### config.mk
export PLATFORM = sky130hd
export DESIGN_NAME = tpoc_top
export DESIGN_NICKNAME = d
export VERILOG_FILES = /design/src/hdl/tpoc_pkg.sv /design/src/hdl/tpoc_chan_if.sv /design/src/hdl/tpoc_top.sv /design/src/hdl/tpoc_out_chan.sv
export SDC_FILE = /design/constraint.sdc
export NUM_CORES = 2
export LEC_CHECK = 0
export BUFFER_PORTS_ARGS = -buffer_cell sky130_fd_sc_hd__buf_2
export CORE_MARGIN = 2
export CORE_UTILIZATION = 65
export CTS_BUF_LIST = sky130_fd_sc_hd__clkbuf_4 sky130_fd_sc_hd__clkbuf_8
export CTS_CLUSTER_SIZE = 20
export DETAILED_ROUTE_END_ITERATION = 6
export PLACE_DENSITY_LB_ADDON = 0.12
export SETUP_SLACK_MARGIN = 0.5
export SYNTH_ARGS = -nofsm -noshare
export SYNTH_HDL_FRONTEND = slang
export SYNTH_SLANG_ARGS = --single-unit
### constraint.sdc
create_clock -name CLK_SYS -period 18.36 [get_ports CLK_SYS]
set_input_delay 5.508 -clock CLK_SYS [delete_from_list [all_inputs] [get_ports CLK_SYS]]
set_output_delay 5.508 -clock CLK_SYS [all_outputs]
set_load 0.05 [all_outputs]
### src/hdl/tpoc_pkg.sv
package tpoc_pkg;
  localparam int VAL_W        = 20;
  localparam int CNT_W        = 24;
  localparam int MON_W        = 14;
  localparam int MS_W         = 16;
  localparam int LVL_W        = 3;
  localparam int DP_W         = 3;
  localparam int ADDR_W       = 8;

  localparam logic [VAL_W-1:0] MAX_COUNTABLE   = 20'hF423F;
  localparam logic [CNT_W-1:0] COUNT_SAT       = 24'hFFFFFF;
  localparam logic [MON_W-1:0] ALARM_THR_MAX   = 14'h270F;
  localparam int               ONS_PER_UNIT    = 1000;

  localparam int CLK_PERIOD_NS = 100;
  localparam int TICK_NS       = 1000000;
  localparam int TICK_CYCLES   = (TICK_NS + CLK_PERIOD_NS - 1) / CLK_PERIOD_NS;
  localparam int GATE_MS       = 1000;

  // Register byte offsets
  localparam logic [ADDR_W-1:0] REG_CTRL        = 8'h00;
  localparam logic [ADDR_W-1:0] REG_DECIMAL     = 8'h04;
  localparam logic [ADDR_W-1:0] REG_PRESCALE    = 8'h08;
  localparam logic [ADDR_W-1:0] REG_AUTO_ZERO   = 8'h0C;
  localparam logic [ADDR_W-1:0] REG_STARTUP     = 8'h10;
  localparam logic [ADDR_W-1:0] REG_HYST        = 8'h14;
  localparam logic [ADDR_W-1:0] REG_OFF_DELAY   = 8'h18;
  localparam logic [ADDR_W-1:0] REG_SV_LIMIT    = 8'h1C;
  localparam logic [ADDR_W-1:0] REG_SET_VALUE1  = 8'h20;
  localparam logic [ADDR_W-1:0] REG_SET_VALUE2  = 8'h24;
  localparam logic [ADDR_W-1:0] REG_KEY_LEVEL   = 8'h28;
  localparam logic [ADDR_W-1:0] REG_ALARM_THR1  = 8'h2C;
  localparam logic [ADDR_W-1:0] REG_ALARM_THR2  = 8'h30;
  localparam logic [ADDR_W-1:0] REG_STATUS      = 8'h34;
  localparam logic [ADDR_W-1:0] REG_MEASURE     = 8'h38;
  localparam logic [ADDR_W-1:0] REG_PEAK        = 8'h3C;
  localparam logic [ADDR_W-1:0] REG_BOTTOM      = 8'h40;
  localparam logic [ADDR_W-1:0] REG_MONITOR1    = 8'h44;
  localparam logic [ADDR_W-1:0] REG_MONITOR2    = 8'h48;

  // CTRL fields
  localparam int CTRL_PEAK_EN_BIT = 0;
  localparam int CTRL_LOW1_BIT    = 1;
  localparam int CTRL_LOW2_BIT    = 2;

  // STATUS fields
  localparam int ST_STARTED_BIT   = 0;
  localparam int ST_REJECT_BIT    = 1;
  localparam int ST_ALARM1_BIT    = 2;
  localparam int ST_ALARM2_BIT    = 3;
  localparam int ST_FIRST_OUTPUT_BIT      = 4;
  localparam int ST_SECOND_OUTPUT_BIT      = 5;
  localparam int ST_PROTECT_BIT   = 6;
  localparam int ST_ZERO_BIT      = 7;

  // Reset values
  localparam logic [VAL_W-1:0] PRESCALE_RST   = 20'h003E8;
  localparam logic [MS_W-1:0]  AUTO_ZERO_RST  = 16'h03E8;
  localparam logic [MS_W-1:0]  STARTUP_RST    = 16'h0000;
  localparam logic [VAL_W-1:0] HYST_RST       = 20'h00001;
  localparam logic [MS_W-1:0]  OFF_DELAY_RST  = 16'h0000;
  localparam logic [DP_W-1:0]  DECIMAL_RST    = 3'h0;
  localparam logic [LVL_W-1:0] KEY_LEVEL_MIN  = 3'h1;
  localparam logic [LVL_W-1:0] KEY_LEVEL_MAX  = 3'h7;
endpackage

### src/hdl/tpoc_chan_if.sv
`timescale 1ns/1ps
interface tpoc_chan_if;
  import tpoc_pkg::*;
  logic             enable;
  logic             tick;
  logic             lower_mode;
  logic [VAL_W-1:0] value;
  logic [VAL_W-1:0] set_value;
  logic [VAL_W-1:0] hyst;
  logic [VAL_W-1:0] prescale;
  logic [MS_W-1:0]  off_delay;
  logic [MON_W-1:0] alarm_thr;
  logic             out;
  logic             alarm;
  logic [MON_W-1:0] monitor;

  modport ctrl (output enable, tick, lower_mode, value, set_value, hyst, prescale,
                off_delay, alarm_thr, input out, alarm, monitor);
  modport chan (input enable, tick, lower_mode, value, set_value, hyst, prescale,
                off_delay, alarm_thr, output out, alarm, monitor);
endinterface

### src/hdl/tpoc_top.sv
// The Avalon-MM slave port and the address map were chosen for this implementation.
`timescale 1ns/1ps
// Overview of operation
// - One decimal point position serves both measurement and comparison values.
// - Displayed value is input pulse frequency times the prescale factor.
// - Prescale factor resets to 1,000, so the display reads thousandths of a hertz.
// - Set value above maximum minus prescale keeps the output off.
// - Frequency forced to zero after auto-zero time without pulses.
// - After power-up measurement and outputs stay off for startup time.
// - Peak and bottom tracked when enabled; both restart on any setting write except set values, bottom also on reset.
// - Peak value survives a supply interruption.
// - Hysteresis band in post-prescale units around the set value.
// - Output held on for the OFF delay after comparison drops.
// - Measurement continues while the output is frozen in the delay.
// - Set values above the upper limit are rejected in run mode.
// - ON-count alarm threshold 0 to 9999 thousands; zero disables it.
// - ON count above a nonzero threshold raises the alarm.
// - Two outputs keep separate counts and thresholds; either raises alarm.
// - Monitor values are read-only, count divided by 1,000.
// - Key restrictions only while protect switch on; indicator follows switch.
// - Seven protect levels, default one; display, hold, up gated per level.
// - Protected keys never enter DIP monitor or function setting modes.
module tpoc_top
  import tpoc_pkg::*;
#(
  parameter int TICK_CYCLES_P = TICK_CYCLES
)(
  // Clock and reset
  input  wire logic                     CLK_SYS,
  input  wire logic                     SYS_RST,
  // Avalon-MM slave
  input  wire logic [ADDR_W-1:0]        AVS_ADDRESS,
  input  wire logic                     AVS_READ,
  input  wire logic                     AVS_WRITE,
  input  wire logic [31:0]              AVS_WRITEDATA,
  output logic      [31:0]              AVS_READDATA,
  output logic                          AVS_WAITREQUEST,
  // Sensor and keys
  input  wire logic                     PULSE_IN,
  input  wire logic                     KEY_PROTECT_SWITCH,
  input  wire logic                     KEY_MODE,
  input  wire logic                     KEY_DISPLAY,
  input  wire logic                     KEY_HOLD,
  input  wire logic                     KEY_UP,
  // Outputs
  output logic                          FIRST_OUTPUT,
  output logic                          SECOND_OUTPUT,
  output logic                          COUNT_ALARM,
  output logic                          PROTECT_INDICATOR,
  output logic                          MODE_KEY_EVENT,
  output logic                          DISPLAY_KEY_EVENT,
  output logic                          HOLD_KEY_EVENT,
  output logic                          UP_KEY_EVENT,
  output logic      [DP_W-1:0]          DECIMAL_POINT_POSITION,
  output logic      [VAL_W-1:0]         DISPLAY_VALUE
);
  import tpoc_pkg::*;

  if (TICK_CYCLES_P < 2) begin : g_tick_chk
    $error("TICK_CYCLES_P must be at least 2");
  end

  localparam int TICK_W = $clog2(TICK_CYCLES_P);
  localparam int NKEY   = 6;

  // Configuration
  logic             peak_bottom_hold_enable;
  logic [1:0]       lower_mode;
  logic [DP_W-1:0]  decimal_point_position;
  logic [VAL_W-1:0] prescale_factor;
  logic [MS_W-1:0]  auto_zero_time;
  logic [MS_W-1:0]  startup_inhibit_time;
  logic [VAL_W-1:0] hysteresis;
  logic [MS_W-1:0]  output_off_delay;
  logic [VAL_W-1:0] set_value_upper_limit;
  logic [VAL_W-1:0] set_value1;
  logic [VAL_W-1:0] set_value2;
  logic [LVL_W-1:0] key_protect_level;
  logic [MON_W-1:0] on_count_alarm_threshold1;
  logic [MON_W-1:0] on_count_alarm_threshold2;
  logic             sv_rejected;
  logic             config_changed;

  // Bus
  logic             wait_r;
  logic             bus_wr;
  logic             bus_rd;

  // Measurement
  logic [TICK_W-1:0] tick_cnt;
  logic              tick;
  logic [MS_W-1:0]   gate_ms;
  logic [MS_W-1:0]   idle_ms;
  logic [MS_W-1:0]   startup_ms;
  logic              started;
  logic              zeroed;
  logic [VAL_W-1:0]  pulse_cnt;
  logic [VAL_W-1:0]  frequency;
  logic [VAL_W-1:0]  measure;
  logic              measure_new;
  logic [VAL_W-1:0]  peak = '0;
  logic [VAL_W-1:0]  bottom;
  logic              track_valid;
  logic [2*VAL_W-1:0] product;

  // Pins through two flops before any use
  logic [NKEY-1:0]  pin_meta;
  logic [NKEY-1:0]  pin_sync;
  logic [NKEY-1:0]  pin_prev;
  logic             pulse_edge;
  logic             protect_on;
  logic             alarm_hidden;

  tpoc_chan_if chan1 ();
  tpoc_chan_if chan2 ();

  function automatic logic [VAL_W-1:0] clamp_val(input logic [31:0] d);
    clamp_val = (d > 32'(MAX_COUNTABLE)) ? MAX_COUNTABLE : d[VAL_W-1:0];
  endfunction

  function automatic logic key_allowed(input logic [1:0] key, input logic [LVL_W-1:0] lvl);
    // key: 0 display, 1 hold, 2 up
    unique case (key)
      2'd0:    key_allowed = lvl <= 3'd4;
      2'd1:    key_allowed = !(lvl == 3'd2 || lvl == 3'd4 || lvl == 3'd5 || lvl == 3'd7);
      2'd2:    key_allowed = !(lvl == 3'd3 || lvl == 3'd4 || lvl == 3'd5);
      default: key_allowed = 1'b0;
    endcase
  endfunction

  // Request taken on the edge where waitrequest is low
  assign bus_wr = AVS_WRITE && !wait_r;
  assign bus_rd = AVS_READ && !wait_r;

  always_ff @(posedge CLK_SYS) begin
    if (SYS_RST)
      wait_r <= 1'b1;
    else if ((AVS_READ || AVS_WRITE) && wait_r)
      wait_r <= 1'b0;
    else
      wait_r <= 1'b1;
  end
  assign AVS_WAITREQUEST = wait_r;

  always_ff @(posedge CLK_SYS) begin
    if (SYS_RST) begin
      peak_bottom_hold_enable   <= 1'b0;
      lower_mode                <= 2'b00;
      decimal_point_position    <= DECIMAL_RST;
      prescale_factor           <= PRESCALE_RST;
      auto_zero_time            <= AUTO_ZERO_RST;
      startup_inhibit_time      <= STARTUP_RST;
      hysteresis                <= HYST_RST;
      output_off_delay          <= OFF_DELAY_RST;
      set_value_upper_limit     <= MAX_COUNTABLE;
      set_value1                <= MAX_COUNTABLE;
      set_value2                <= '0;
      key_protect_level         <= KEY_LEVEL_MIN;
      on_count_alarm_threshold1 <= '0;
      on_count_alarm_threshold2 <= '0;
      sv_rejected               <= 1'b0;
      config_changed            <= 1'b0;
    end else begin
      config_changed <= 1'b0;
      if (bus_wr) begin
        unique case (AVS_ADDRESS)
          REG_CTRL: begin
            peak_bottom_hold_enable <= AVS_WRITEDATA[CTRL_PEAK_EN_BIT];
            lower_mode <= {AVS_WRITEDATA[CTRL_LOW2_BIT], AVS_WRITEDATA[CTRL_LOW1_BIT]};
            config_changed <= 1'b1;
          end
          REG_DECIMAL: begin
            decimal_point_position <= AVS_WRITEDATA[DP_W-1:0];
            config_changed <= 1'b1;
          end
          REG_PRESCALE: begin
            prescale_factor <= clamp_val(AVS_WRITEDATA);
            config_changed <= 1'b1;
          end
          REG_AUTO_ZERO: begin
            auto_zero_time <= AVS_WRITEDATA[MS_W-1:0];
            config_changed <= 1'b1;
          end
          REG_STARTUP: begin
            startup_inhibit_time <= AVS_WRITEDATA[MS_W-1:0];
            config_changed <= 1'b1;
          end
          REG_HYST: begin
            hysteresis <= clamp_val(AVS_WRITEDATA);
            config_changed <= 1'b1;
          end
          REG_OFF_DELAY: begin
            output_off_delay <= AVS_WRITEDATA[MS_W-1:0];
            config_changed <= 1'b1;
          end
          REG_SV_LIMIT: begin
            set_value_upper_limit <= clamp_val(AVS_WRITEDATA);
            config_changed <= 1'b1;
          end
          REG_SET_VALUE1, REG_SET_VALUE2: begin
            if (AVS_WRITEDATA > 32'(set_value_upper_limit)) begin
              sv_rejected <= 1'b1;
            end else begin
              sv_rejected <= 1'b0;
              if (AVS_ADDRESS == REG_SET_VALUE1)
                set_value1 <= AVS_WRITEDATA[VAL_W-1:0];
              else
                set_value2 <= AVS_WRITEDATA[VAL_W-1:0];
            end
          end
          REG_KEY_LEVEL: begin
            if (AVS_WRITEDATA[LVL_W-1:0] >= KEY_LEVEL_MIN && AVS_WRITEDATA < 32'(KEY_LEVEL_MAX) + 1)
              key_protect_level <= AVS_WRITEDATA[LVL_W-1:0];
            config_changed <= 1'b1;
          end
          REG_ALARM_THR1: begin
            if (AVS_WRITEDATA <= 32'(ALARM_THR_MAX))
              on_count_alarm_threshold1 <= AVS_WRITEDATA[MON_W-1:0];
            config_changed <= 1'b1;
          end
          REG_ALARM_THR2: begin
            if (AVS_WRITEDATA <= 32'(ALARM_THR_MAX))
              on_count_alarm_threshold2 <= AVS_WRITEDATA[MON_W-1:0];
            config_changed <= 1'b1;
          end
          default: ; // Monitors, status and unmapped: writes ignored
        endcase
      end
    end
  end

  always_ff @(posedge CLK_SYS) begin
    if (SYS_RST) begin
      AVS_READDATA <= '0;
    end else if ((AVS_READ || AVS_WRITE) && wait_r) begin
      AVS_READDATA <= '0;
      if (AVS_READ) begin
        unique case (AVS_ADDRESS)
          REG_CTRL:       AVS_READDATA <= 32'({lower_mode, peak_bottom_hold_enable});
          REG_DECIMAL:    AVS_READDATA <= 32'(decimal_point_position);
          REG_PRESCALE:   AVS_READDATA <= 32'(prescale_factor);
          REG_AUTO_ZERO:  AVS_READDATA <= 32'(auto_zero_time);
          REG_STARTUP:    AVS_READDATA <= 32'(startup_inhibit_time);
          REG_HYST:       AVS_READDATA <= 32'(hysteresis);
          REG_OFF_DELAY:  AVS_READDATA <= 32'(output_off_delay);
          REG_SV_LIMIT:   AVS_READDATA <= 32'(set_value_upper_limit);
          REG_SET_VALUE1: AVS_READDATA <= 32'(set_value1);
          REG_SET_VALUE2: AVS_READDATA <= 32'(set_value2);
          REG_KEY_LEVEL:  AVS_READDATA <= 32'(key_protect_level);
          REG_ALARM_THR1: AVS_READDATA <= 32'(on_count_alarm_threshold1);
          REG_ALARM_THR2: AVS_READDATA <= 32'(on_count_alarm_threshold2);
          REG_STATUS:     AVS_READDATA <= 32'({zeroed, protect_on, chan2.out, chan1.out,
                                               chan2.alarm, chan1.alarm, sv_rejected, started});
          REG_MEASURE:    AVS_READDATA <= 32'(measure);
          REG_PEAK:       AVS_READDATA <= 32'(peak);
          REG_BOTTOM:     AVS_READDATA <= 32'(bottom);
          REG_MONITOR1:   AVS_READDATA <= 32'(chan1.monitor);
          REG_MONITOR2:   AVS_READDATA <= 32'(chan2.monitor);
          default:        AVS_READDATA <= '0;
        endcase
      end
    end
  end

  // Pin synchronisers
  always_ff @(posedge CLK_SYS) begin
    if (SYS_RST) begin
      pin_meta <= '0;
      pin_sync <= '0;
      pin_prev <= '0;
    end else begin
      pin_meta <= {KEY_UP, KEY_HOLD, KEY_DISPLAY, KEY_MODE, KEY_PROTECT_SWITCH, PULSE_IN};
      pin_sync <= pin_meta;
      pin_prev <= pin_sync;
    end
  end
  assign pulse_edge = pin_sync[0] && !pin_prev[0];
  assign protect_on = pin_sync[1];

  // Millisecond tick
  always_ff @(posedge CLK_SYS) begin
    if (SYS_RST) begin
      tick_cnt <= '0;
      tick     <= 1'b0;
    end else if (tick_cnt == TICK_W'(TICK_CYCLES_P - 1)) begin
      tick_cnt <= '0;
      tick     <= 1'b1;
    end else begin
      tick_cnt <= tick_cnt + 1'b1;
      tick     <= 1'b0;
    end
  end

  always_ff @(posedge CLK_SYS) begin
    if (SYS_RST) begin
      startup_ms <= '0;
      started    <= 1'b0;
    end else if (!started) begin
      if (startup_ms >= startup_inhibit_time)
        started <= 1'b1;
      else if (tick)
        startup_ms <= startup_ms + 1'b1;
    end
  end

  // One-second gate counts pulses per second directly
  always_ff @(posedge CLK_SYS) begin
    if (SYS_RST || !started) begin
      gate_ms     <= '0;
      pulse_cnt   <= '0;
      frequency   <= '0;
      idle_ms     <= '0;
      zeroed      <= 1'b0;
      measure_new <= 1'b0;
    end else begin
      measure_new <= 1'b0;
      if (pulse_edge) begin
        idle_ms <= '0;
        zeroed  <= 1'b0;
      end else if (tick && idle_ms != '1) begin
        idle_ms <= idle_ms + 1'b1;
      end
      if (tick && gate_ms == MS_W'(GATE_MS - 1)) begin
        gate_ms     <= '0;
        pulse_cnt   <= '0;
        frequency   <= zeroed ? '0 : pulse_cnt;
        measure_new <= 1'b1;
      end else begin
        if (tick)
          gate_ms <= gate_ms + 1'b1;
        if (pulse_edge && pulse_cnt != MAX_COUNTABLE)
          pulse_cnt <= pulse_cnt + 1'b1;
      end
      if (!pulse_edge && auto_zero_time != '0 && idle_ms >= auto_zero_time) begin
        zeroed    <= 1'b1;
        frequency <= '0;
      end
    end
  end

  assign product = frequency * prescale_factor;

  always_ff @(posedge CLK_SYS) begin
    if (SYS_RST)
      measure <= '0;
    else
      measure <= (product > (2*VAL_W)'(MAX_COUNTABLE)) ? MAX_COUNTABLE
                                                         : product[VAL_W-1:0];
  end

  // Peak has no reset: it models retained storage
  always_ff @(posedge CLK_SYS) begin
    if (config_changed)
      peak <= '0;
    else if (peak_bottom_hold_enable && measure_new && measure > peak)
      peak <= measure;
  end

  always_ff @(posedge CLK_SYS) begin
    if (SYS_RST || config_changed) begin
      bottom      <= MAX_COUNTABLE;
      track_valid <= 1'b0;
    end else if (peak_bottom_hold_enable && measure_new) begin
      track_valid <= 1'b1;
      if (!track_valid || measure < bottom)
        bottom <= measure;
    end
  end

  // Channel feeds; one hysteresis and delay shared by both outputs
  assign chan1.enable     = started;
  assign chan1.tick       = tick;
  assign chan1.lower_mode = lower_mode[0];
  assign chan1.value      = measure;
  assign chan1.set_value  = set_value1;
  assign chan1.hyst       = hysteresis;
  assign chan1.prescale   = prescale_factor;
  assign chan1.off_delay  = output_off_delay;
  assign chan1.alarm_thr  = on_count_alarm_threshold1;
  assign chan2.enable     = started;
  assign chan2.tick       = tick;
  assign chan2.lower_mode = lower_mode[1];
  assign chan2.value      = measure;
  assign chan2.set_value  = set_value2;
  assign chan2.hyst       = hysteresis;
  assign chan2.prescale   = prescale_factor;
  assign chan2.off_delay  = output_off_delay;
  assign chan2.alarm_thr  = on_count_alarm_threshold2;

  tpoc_out_chan u_chan1 (.clk(CLK_SYS), .rst(SYS_RST), .ch(chan1));
  tpoc_out_chan u_chan2 (.clk(CLK_SYS), .rst(SYS_RST), .ch(chan2));

  assign FIRST_OUTPUT  = chan1.out;
  assign SECOND_OUTPUT = chan2.out;

  // Keys and indications
  always_ff @(posedge CLK_SYS) begin
    if (SYS_RST) begin
      MODE_KEY_EVENT    <= 1'b0;
      DISPLAY_KEY_EVENT <= 1'b0;
      HOLD_KEY_EVENT    <= 1'b0;
      UP_KEY_EVENT      <= 1'b0;
      PROTECT_INDICATOR <= 1'b0;
    end else begin
      PROTECT_INDICATOR <= protect_on;
      MODE_KEY_EVENT    <= pin_sync[2] && !pin_prev[2] && !protect_on;
      DISPLAY_KEY_EVENT <= pin_sync[3] && !pin_prev[3] &&
                           (!protect_on || key_allowed(2'd0, key_protect_level));
      HOLD_KEY_EVENT    <= pin_sync[4] && !pin_prev[4] &&
                           (!protect_on || key_allowed(2'd1, key_protect_level));
      UP_KEY_EVENT      <= pin_sync[5] && !pin_prev[5] &&
                           (!protect_on || key_allowed(2'd2, key_protect_level));
    end
  end

  // Hold key hides the alarm; counting itself goes on
  always_ff @(posedge CLK_SYS) begin
    if (SYS_RST) begin
      alarm_hidden <= 1'b0;
      COUNT_ALARM  <= 1'b0;
    end else begin
      if (HOLD_KEY_EVENT)
        alarm_hidden <= 1'b1;
      else if (!chan1.alarm && !chan2.alarm)
        alarm_hidden <= 1'b0;
      COUNT_ALARM <= (chan1.alarm || chan2.alarm) && !alarm_hidden;
    end
  end

  always_ff @(posedge CLK_SYS) begin
    if (SYS_RST) begin
      DECIMAL_POINT_POSITION <= DECIMAL_RST;
      DISPLAY_VALUE          <= '0;
    end else begin
      DECIMAL_POINT_POSITION <= decimal_point_position;
      DISPLAY_VALUE          <= measure;
    end
  end
endmodule

### src/hdl/tpoc_out_chan.sv
`timescale 1ns/1ps
module tpoc_out_chan
  import tpoc_pkg::*;
(
  // Clock and reset
  input  wire logic clk,
  input  wire logic rst,
  // Channel link
  tpoc_chan_if.chan ch
);
  logic             cmp;
  logic             out_prev;
  logic [MS_W-1:0]  delay_ms;
  logic [CNT_W-1:0] on_count;
  logic             blocked;
  logic [VAL_W:0]   lim_wide;

  // Set value beyond the top of the range can never be reached
  assign lim_wide = {1'b0, MAX_COUNTABLE} - {1'b0, ch.prescale};
  assign blocked  = ch.prescale > MAX_COUNTABLE || {1'b0, ch.set_value} > lim_wide;

  always_ff @(posedge clk) begin
    if (rst || !ch.enable || blocked) begin
      cmp <= 1'b0;
    end else if (!ch.lower_mode) begin
      if (ch.value >= ch.set_value)
        cmp <= 1'b1;
      else if ({1'b0, ch.value} + {1'b0, ch.hyst} < {1'b0, ch.set_value})
        cmp <= 1'b0;
    end else begin
      if (ch.value < ch.set_value)
        cmp <= 1'b1;
      else if ({1'b0, ch.value} >= {1'b0, ch.set_value} + {1'b0, ch.hyst})
        cmp <= 1'b0;
    end
  end

  // Output stays frozen during the delay while measurement carries on
  always_ff @(posedge clk) begin
    if (rst || !ch.enable) begin
      ch.out   <= 1'b0;
      delay_ms <= '0;
    end else if (cmp) begin
      ch.out   <= 1'b1;
      delay_ms <= '0;
    end else if (ch.out) begin
      if (delay_ms >= ch.off_delay)
        ch.out <= 1'b0;
      else if (ch.tick)
        delay_ms <= delay_ms + 1'b1;
    end
  end

  always_ff @(posedge clk) begin
    if (rst) begin
      out_prev <= 1'b0;
      on_count <= '0;
    end else begin
      out_prev <= ch.out;
      if (ch.out && !out_prev && on_count != COUNT_SAT)
        on_count <= on_count + 1'b1;
    end
  end

  always_ff @(posedge clk) begin
    if (rst) begin
      ch.alarm   <= 1'b0;
      ch.monitor <= '0;
    end else begin
      ch.alarm   <= ch.alarm_thr != '0 &&
                    on_count > CNT_W'(ch.alarm_thr) * CNT_W'(ONS_PER_UNIT);
      ch.monitor <= MON_W'(on_count / CNT_W'(ONS_PER_UNIT));
    end
  end
endmodule

==> results.sh <==
export IMPL_cpLargestDelayFamily="compound AO/OA/AOI/OAI gates"
export IMPL_clk_latency_ns=0.76
export IMPL_vias=49812
export IMPL_path_max_fanout=22
export IMPL_r2r_setup_slack_ns=5.72
export IMPL_synth_compound_area_share_pct=16.9
export IMPL_routed_wl_microns=172000
export IMPL_path_class="reg -> reg"
export IMPL_synth_xor_area_share_pct=5.04
export IMPL_top_regs="u_chan1.on_count x24, u_chan2.on_count x24"
export IMPL_synth_area_leaders="dfxtp_1, fa_1, ha_1, inv_1, nand2_1"
export IMPL_pre_cts_ws_ns=5.93
export IMPL_max_cap_violations=0
export IMPL_grt_overflow=0
export IMPL_fin_skew_ns=0.0725
export IMPL_hpwl_microns=130000
export IMPL_tightest_slew_ns=1.24
export IMPL_grt_util_met2_pct=58.6
export IMPL_htree_levels=3
export IMPL_final_setup_tns_ns=0
export IMPL_critPathBufInv=0
export IMPL_grt_max_degree=97
export IMPL_outcome="finished with violations"
export IMPL_ys_warn_count=0
export IMPL_synth_top_area_cell="dfxtp_1"
export IMPL_final_layout_size_suffix_gt1_share_pct=7.27
export IMPL_ant_nets=0
export IMPL_grt_pass1_wl_microns=272000
export IMPL_row_count=107
export IMPL_fin_util_pct=69.8
export IMPL_cp_required_ns=18.99
export IMPL_min_from="pin_prev[4]$_SDFF_PP0_"
export IMPL_io_pins=114
export IMPL_worst_slack_ns=5.72
export IMPL_initialDrtViolationCount=5078
export IMPL_gr_usage_met1_pct=52.2
export IMPL_relSlewSlack_pct=16.7
export IMPL_syn_inst=6752
export IMPL_cp_end_kind="flop"
export IMPL_yosysSeqAreaShare_pct=19.2
export IMPL_place_area_sq_um=57400
export IMPL_cts_hold_buf=0
export IMPL_nets=7829
export IMPL_setup_worst_path_start="u_chan1.on_count[18]$_SDFFE_PP0P_"
export IMPL_drc_errors=1
export IMPL_areaGrowthSynthToFinish_pct=6.04
export IMPL_max_stage_delay_ns=0.81
export IMPL_grt_pass1_vias=48090
export IMPL_grt_busiest_layer="met2"
export IMPL_cts_clk_slew_worst_paths_ns=0.06
export IMPL_synth_area_sq_um=56100
export IMPL_synth_mux_area_fraction_pct=2.50
export IMPL_cts_path_max_buffers=3
export IMPL_cpMostUsedCell="a21oi_1"
export IMPL_cts_sinks=538
export IMPL_yosys_cell_types_count=128
export IMPL_crit_path_start_kind="flop"
export IMPL_routed_via_density=6.28
export IMPL_violations="DRC"
export IMPL_synth_enable_flop_cells=0
export IMPL_io_buffers=101
export IMPL_r2r_start="u_chan1.on_count[18]$_SDFFE_PP0P_"
export IMPL_p_leak_nw=26.6
export IMPL_die_y_microns=298
export IMPL_synth_top_family_by_area="adder cells"
export IMPL_numCtsBuffers=94
export IMPL_grt_usage_pct=38.8
export IMPL_setup_viol=0
export IMPL_syn_avg_cell_area_sq_um=8.31
export IMPL_use_met3_pct=9.31
export IMPL_slowest_stage="dfxtp_1"
export IMPL_finalHoldViolations=0
export IMPL_hold_path_class="reg -> reg"
export IMPL_period_share_pct=68.8
export IMPL_gp_congestion=1.04
export IMPL_synth_adder_area_share_pct=29.6
export IMPL_firstDrtPassIters=7
export IMPL_synth_ff_type="dfxtp_1"
export IMPL_synth_top_area_share_pct=19.2
export IMPL_antenna_found_initial=10
export IMPL_ir_drop_v=0.0000622
export IMPL_slew_violations=0
export IMPL_max_freq_mhz=79.1
export IMPL_cts_root_buf="clkbuf_8"
export IMPL_power_density_nw_per_um2=42.1
export IMPL_crit_arrival_ns=13.26
export IMPL_fillers=7045
export IMPL_cts_tree="yes"
export IMPL_core_sq_um=85300
export IMPL_start_util_pct=65.8
export IMPL_ys_ff_latch=538
export IMPL_cts_resized=0
export IMPL_fin_crit_ns=12.64
export IMPL_wl_per_cell_microns=21.7
export IMPL_rsz0062_at_grt="no"
export IMPL_fin_area_sq_um=59500
export IMPL_post_cts_buffers=0
export IMPL_synth_simple_area_share_pct=19.4
export IMPL_fp_dieW_microns=298
export IMPL_die_area_sq_um=88700
export IMPL_async_flop_share_pct=0
==> synthesized netlist by cell type (127+ instances only) <==
master and count:
a21oi_1 434, nand3_1 127, nand2_1 619, nor2b_1 133
inv_1 723, ha_1 655, fa_1 415, dfxtp_1 538
and2_1 192, xnor2_1 198, clkbuf_1 267, o21ai_0 233
nor2_1 587
==> final timing paths <==
kind,to,cells past startpoint
hold / removal,HOLD_KEY_EVENT$_SDFF_PP0_,1
hold reg to reg,HOLD_KEY_EVENT$_SDFF_PP0_,1
setup reg to reg,u_chan1.ch.monitor[0]$_SDFF_PP0_,33
setup / recovery,u_chan1.ch.monitor[0]$_SDFF_PP0_,33
==> stage by stage <==
step                      hold slack, ns  power (mW)  std cells
final                              0.391        2.50       7929
after global routing               0.408        2.56       7927
after CTS                          0.394        2.51       7926
after detailed placement           0.392        1.27       7757
after global placement             0.385        1.27       7757
after floorplan                    0.372        1.24       6763
==> power breakdown <==
group | internal, mW | total [mW] | leakage (nW) | switching, mW
logic | 0.0140 | 0.0756 | 21.2 | 0.0616
clock network | 0.700 | 1.25 | 1.10 | 0.553
registers | 1.17 | 1.17 | 4.34 | 0.00250
total | 1.88 | 2.50 | 26.6 | 0.617
==> cell type report <==
class | count | area, sq um | share of cell area (%)
antenna | 3 | 7.51 | 0.0126
tap | 1144 | 1430 | 2.41
inverter | 729 | 2740 | 4.60
timing repair buffer | 188 | 1170 | 1.96
multi-input combinational | 5158 | 41300 | 69.4
sequential | 538 | 10800 | 18.1
clock inverter | 33 | 367 | 0.616
clock buffer | 136 | 1750 | 2.94
==> per-layer routing <==
metal,wire (microns),share of wire (%),vias up
met5,45,0.026,-
met4,9530,5.5,8
met3,18600,11,541
met2,73100,42,2337
met1,70900,41,23911
li1,-,-,23015
==> cell families (layout without fill, tap and decap cells) <==
logic type	count (synthesis)	in the layout
muxes	135	135
other	1	15
adders and majority gates	1077	1077
and+or+nand+nor	2225	2225
buffers and inverters	1067	1086
AOI/OAI and AO/OA	1392	1392
xor gates and xnor gates	317	317
DFF	538	538
==> layout by cell type (no fill, tap or decap), types with 24 or more instances in the layout <==
master and instances:
inv_1 723, ha_1 655, nand2_1 619, nor2_1 586, dfxtp_1 538, a21oi_1 434
fa_1 415, o21ai_0 232, xnor2_1 198, and2_1 192, nor2b_1 133, nand3_1 127
clkbuf_8 116, xor2_1 112, mux2i_1 108, nand2b_1 106, buf_2 100, nand4_1 99
nor3_1 91, buf_4 87, a21o_1 78, o21bai_1 56, a221oi_1 54, and3_1 50
a22o_1 50, a211o_1 47, nor4_1 41, a22oi_1 41, a211oi_1 40, or3_1 39
a31oi_1 36, o211ai_1 33, nor3b_1 29, o21a_1 24
==> worst register-to-register path: cells and delay by family (launching register included) <==
kind | cells | cell delay [ns]
compound gates | 22 | 8.57
xor+xnor | 2 | 0.59
fa+ha+maj | 1 | 0.23
flops | 1 | 0.81
mux | 3 | 1.16
simple gates | 5 | 1.21
(Power assumes the default switching activity.)
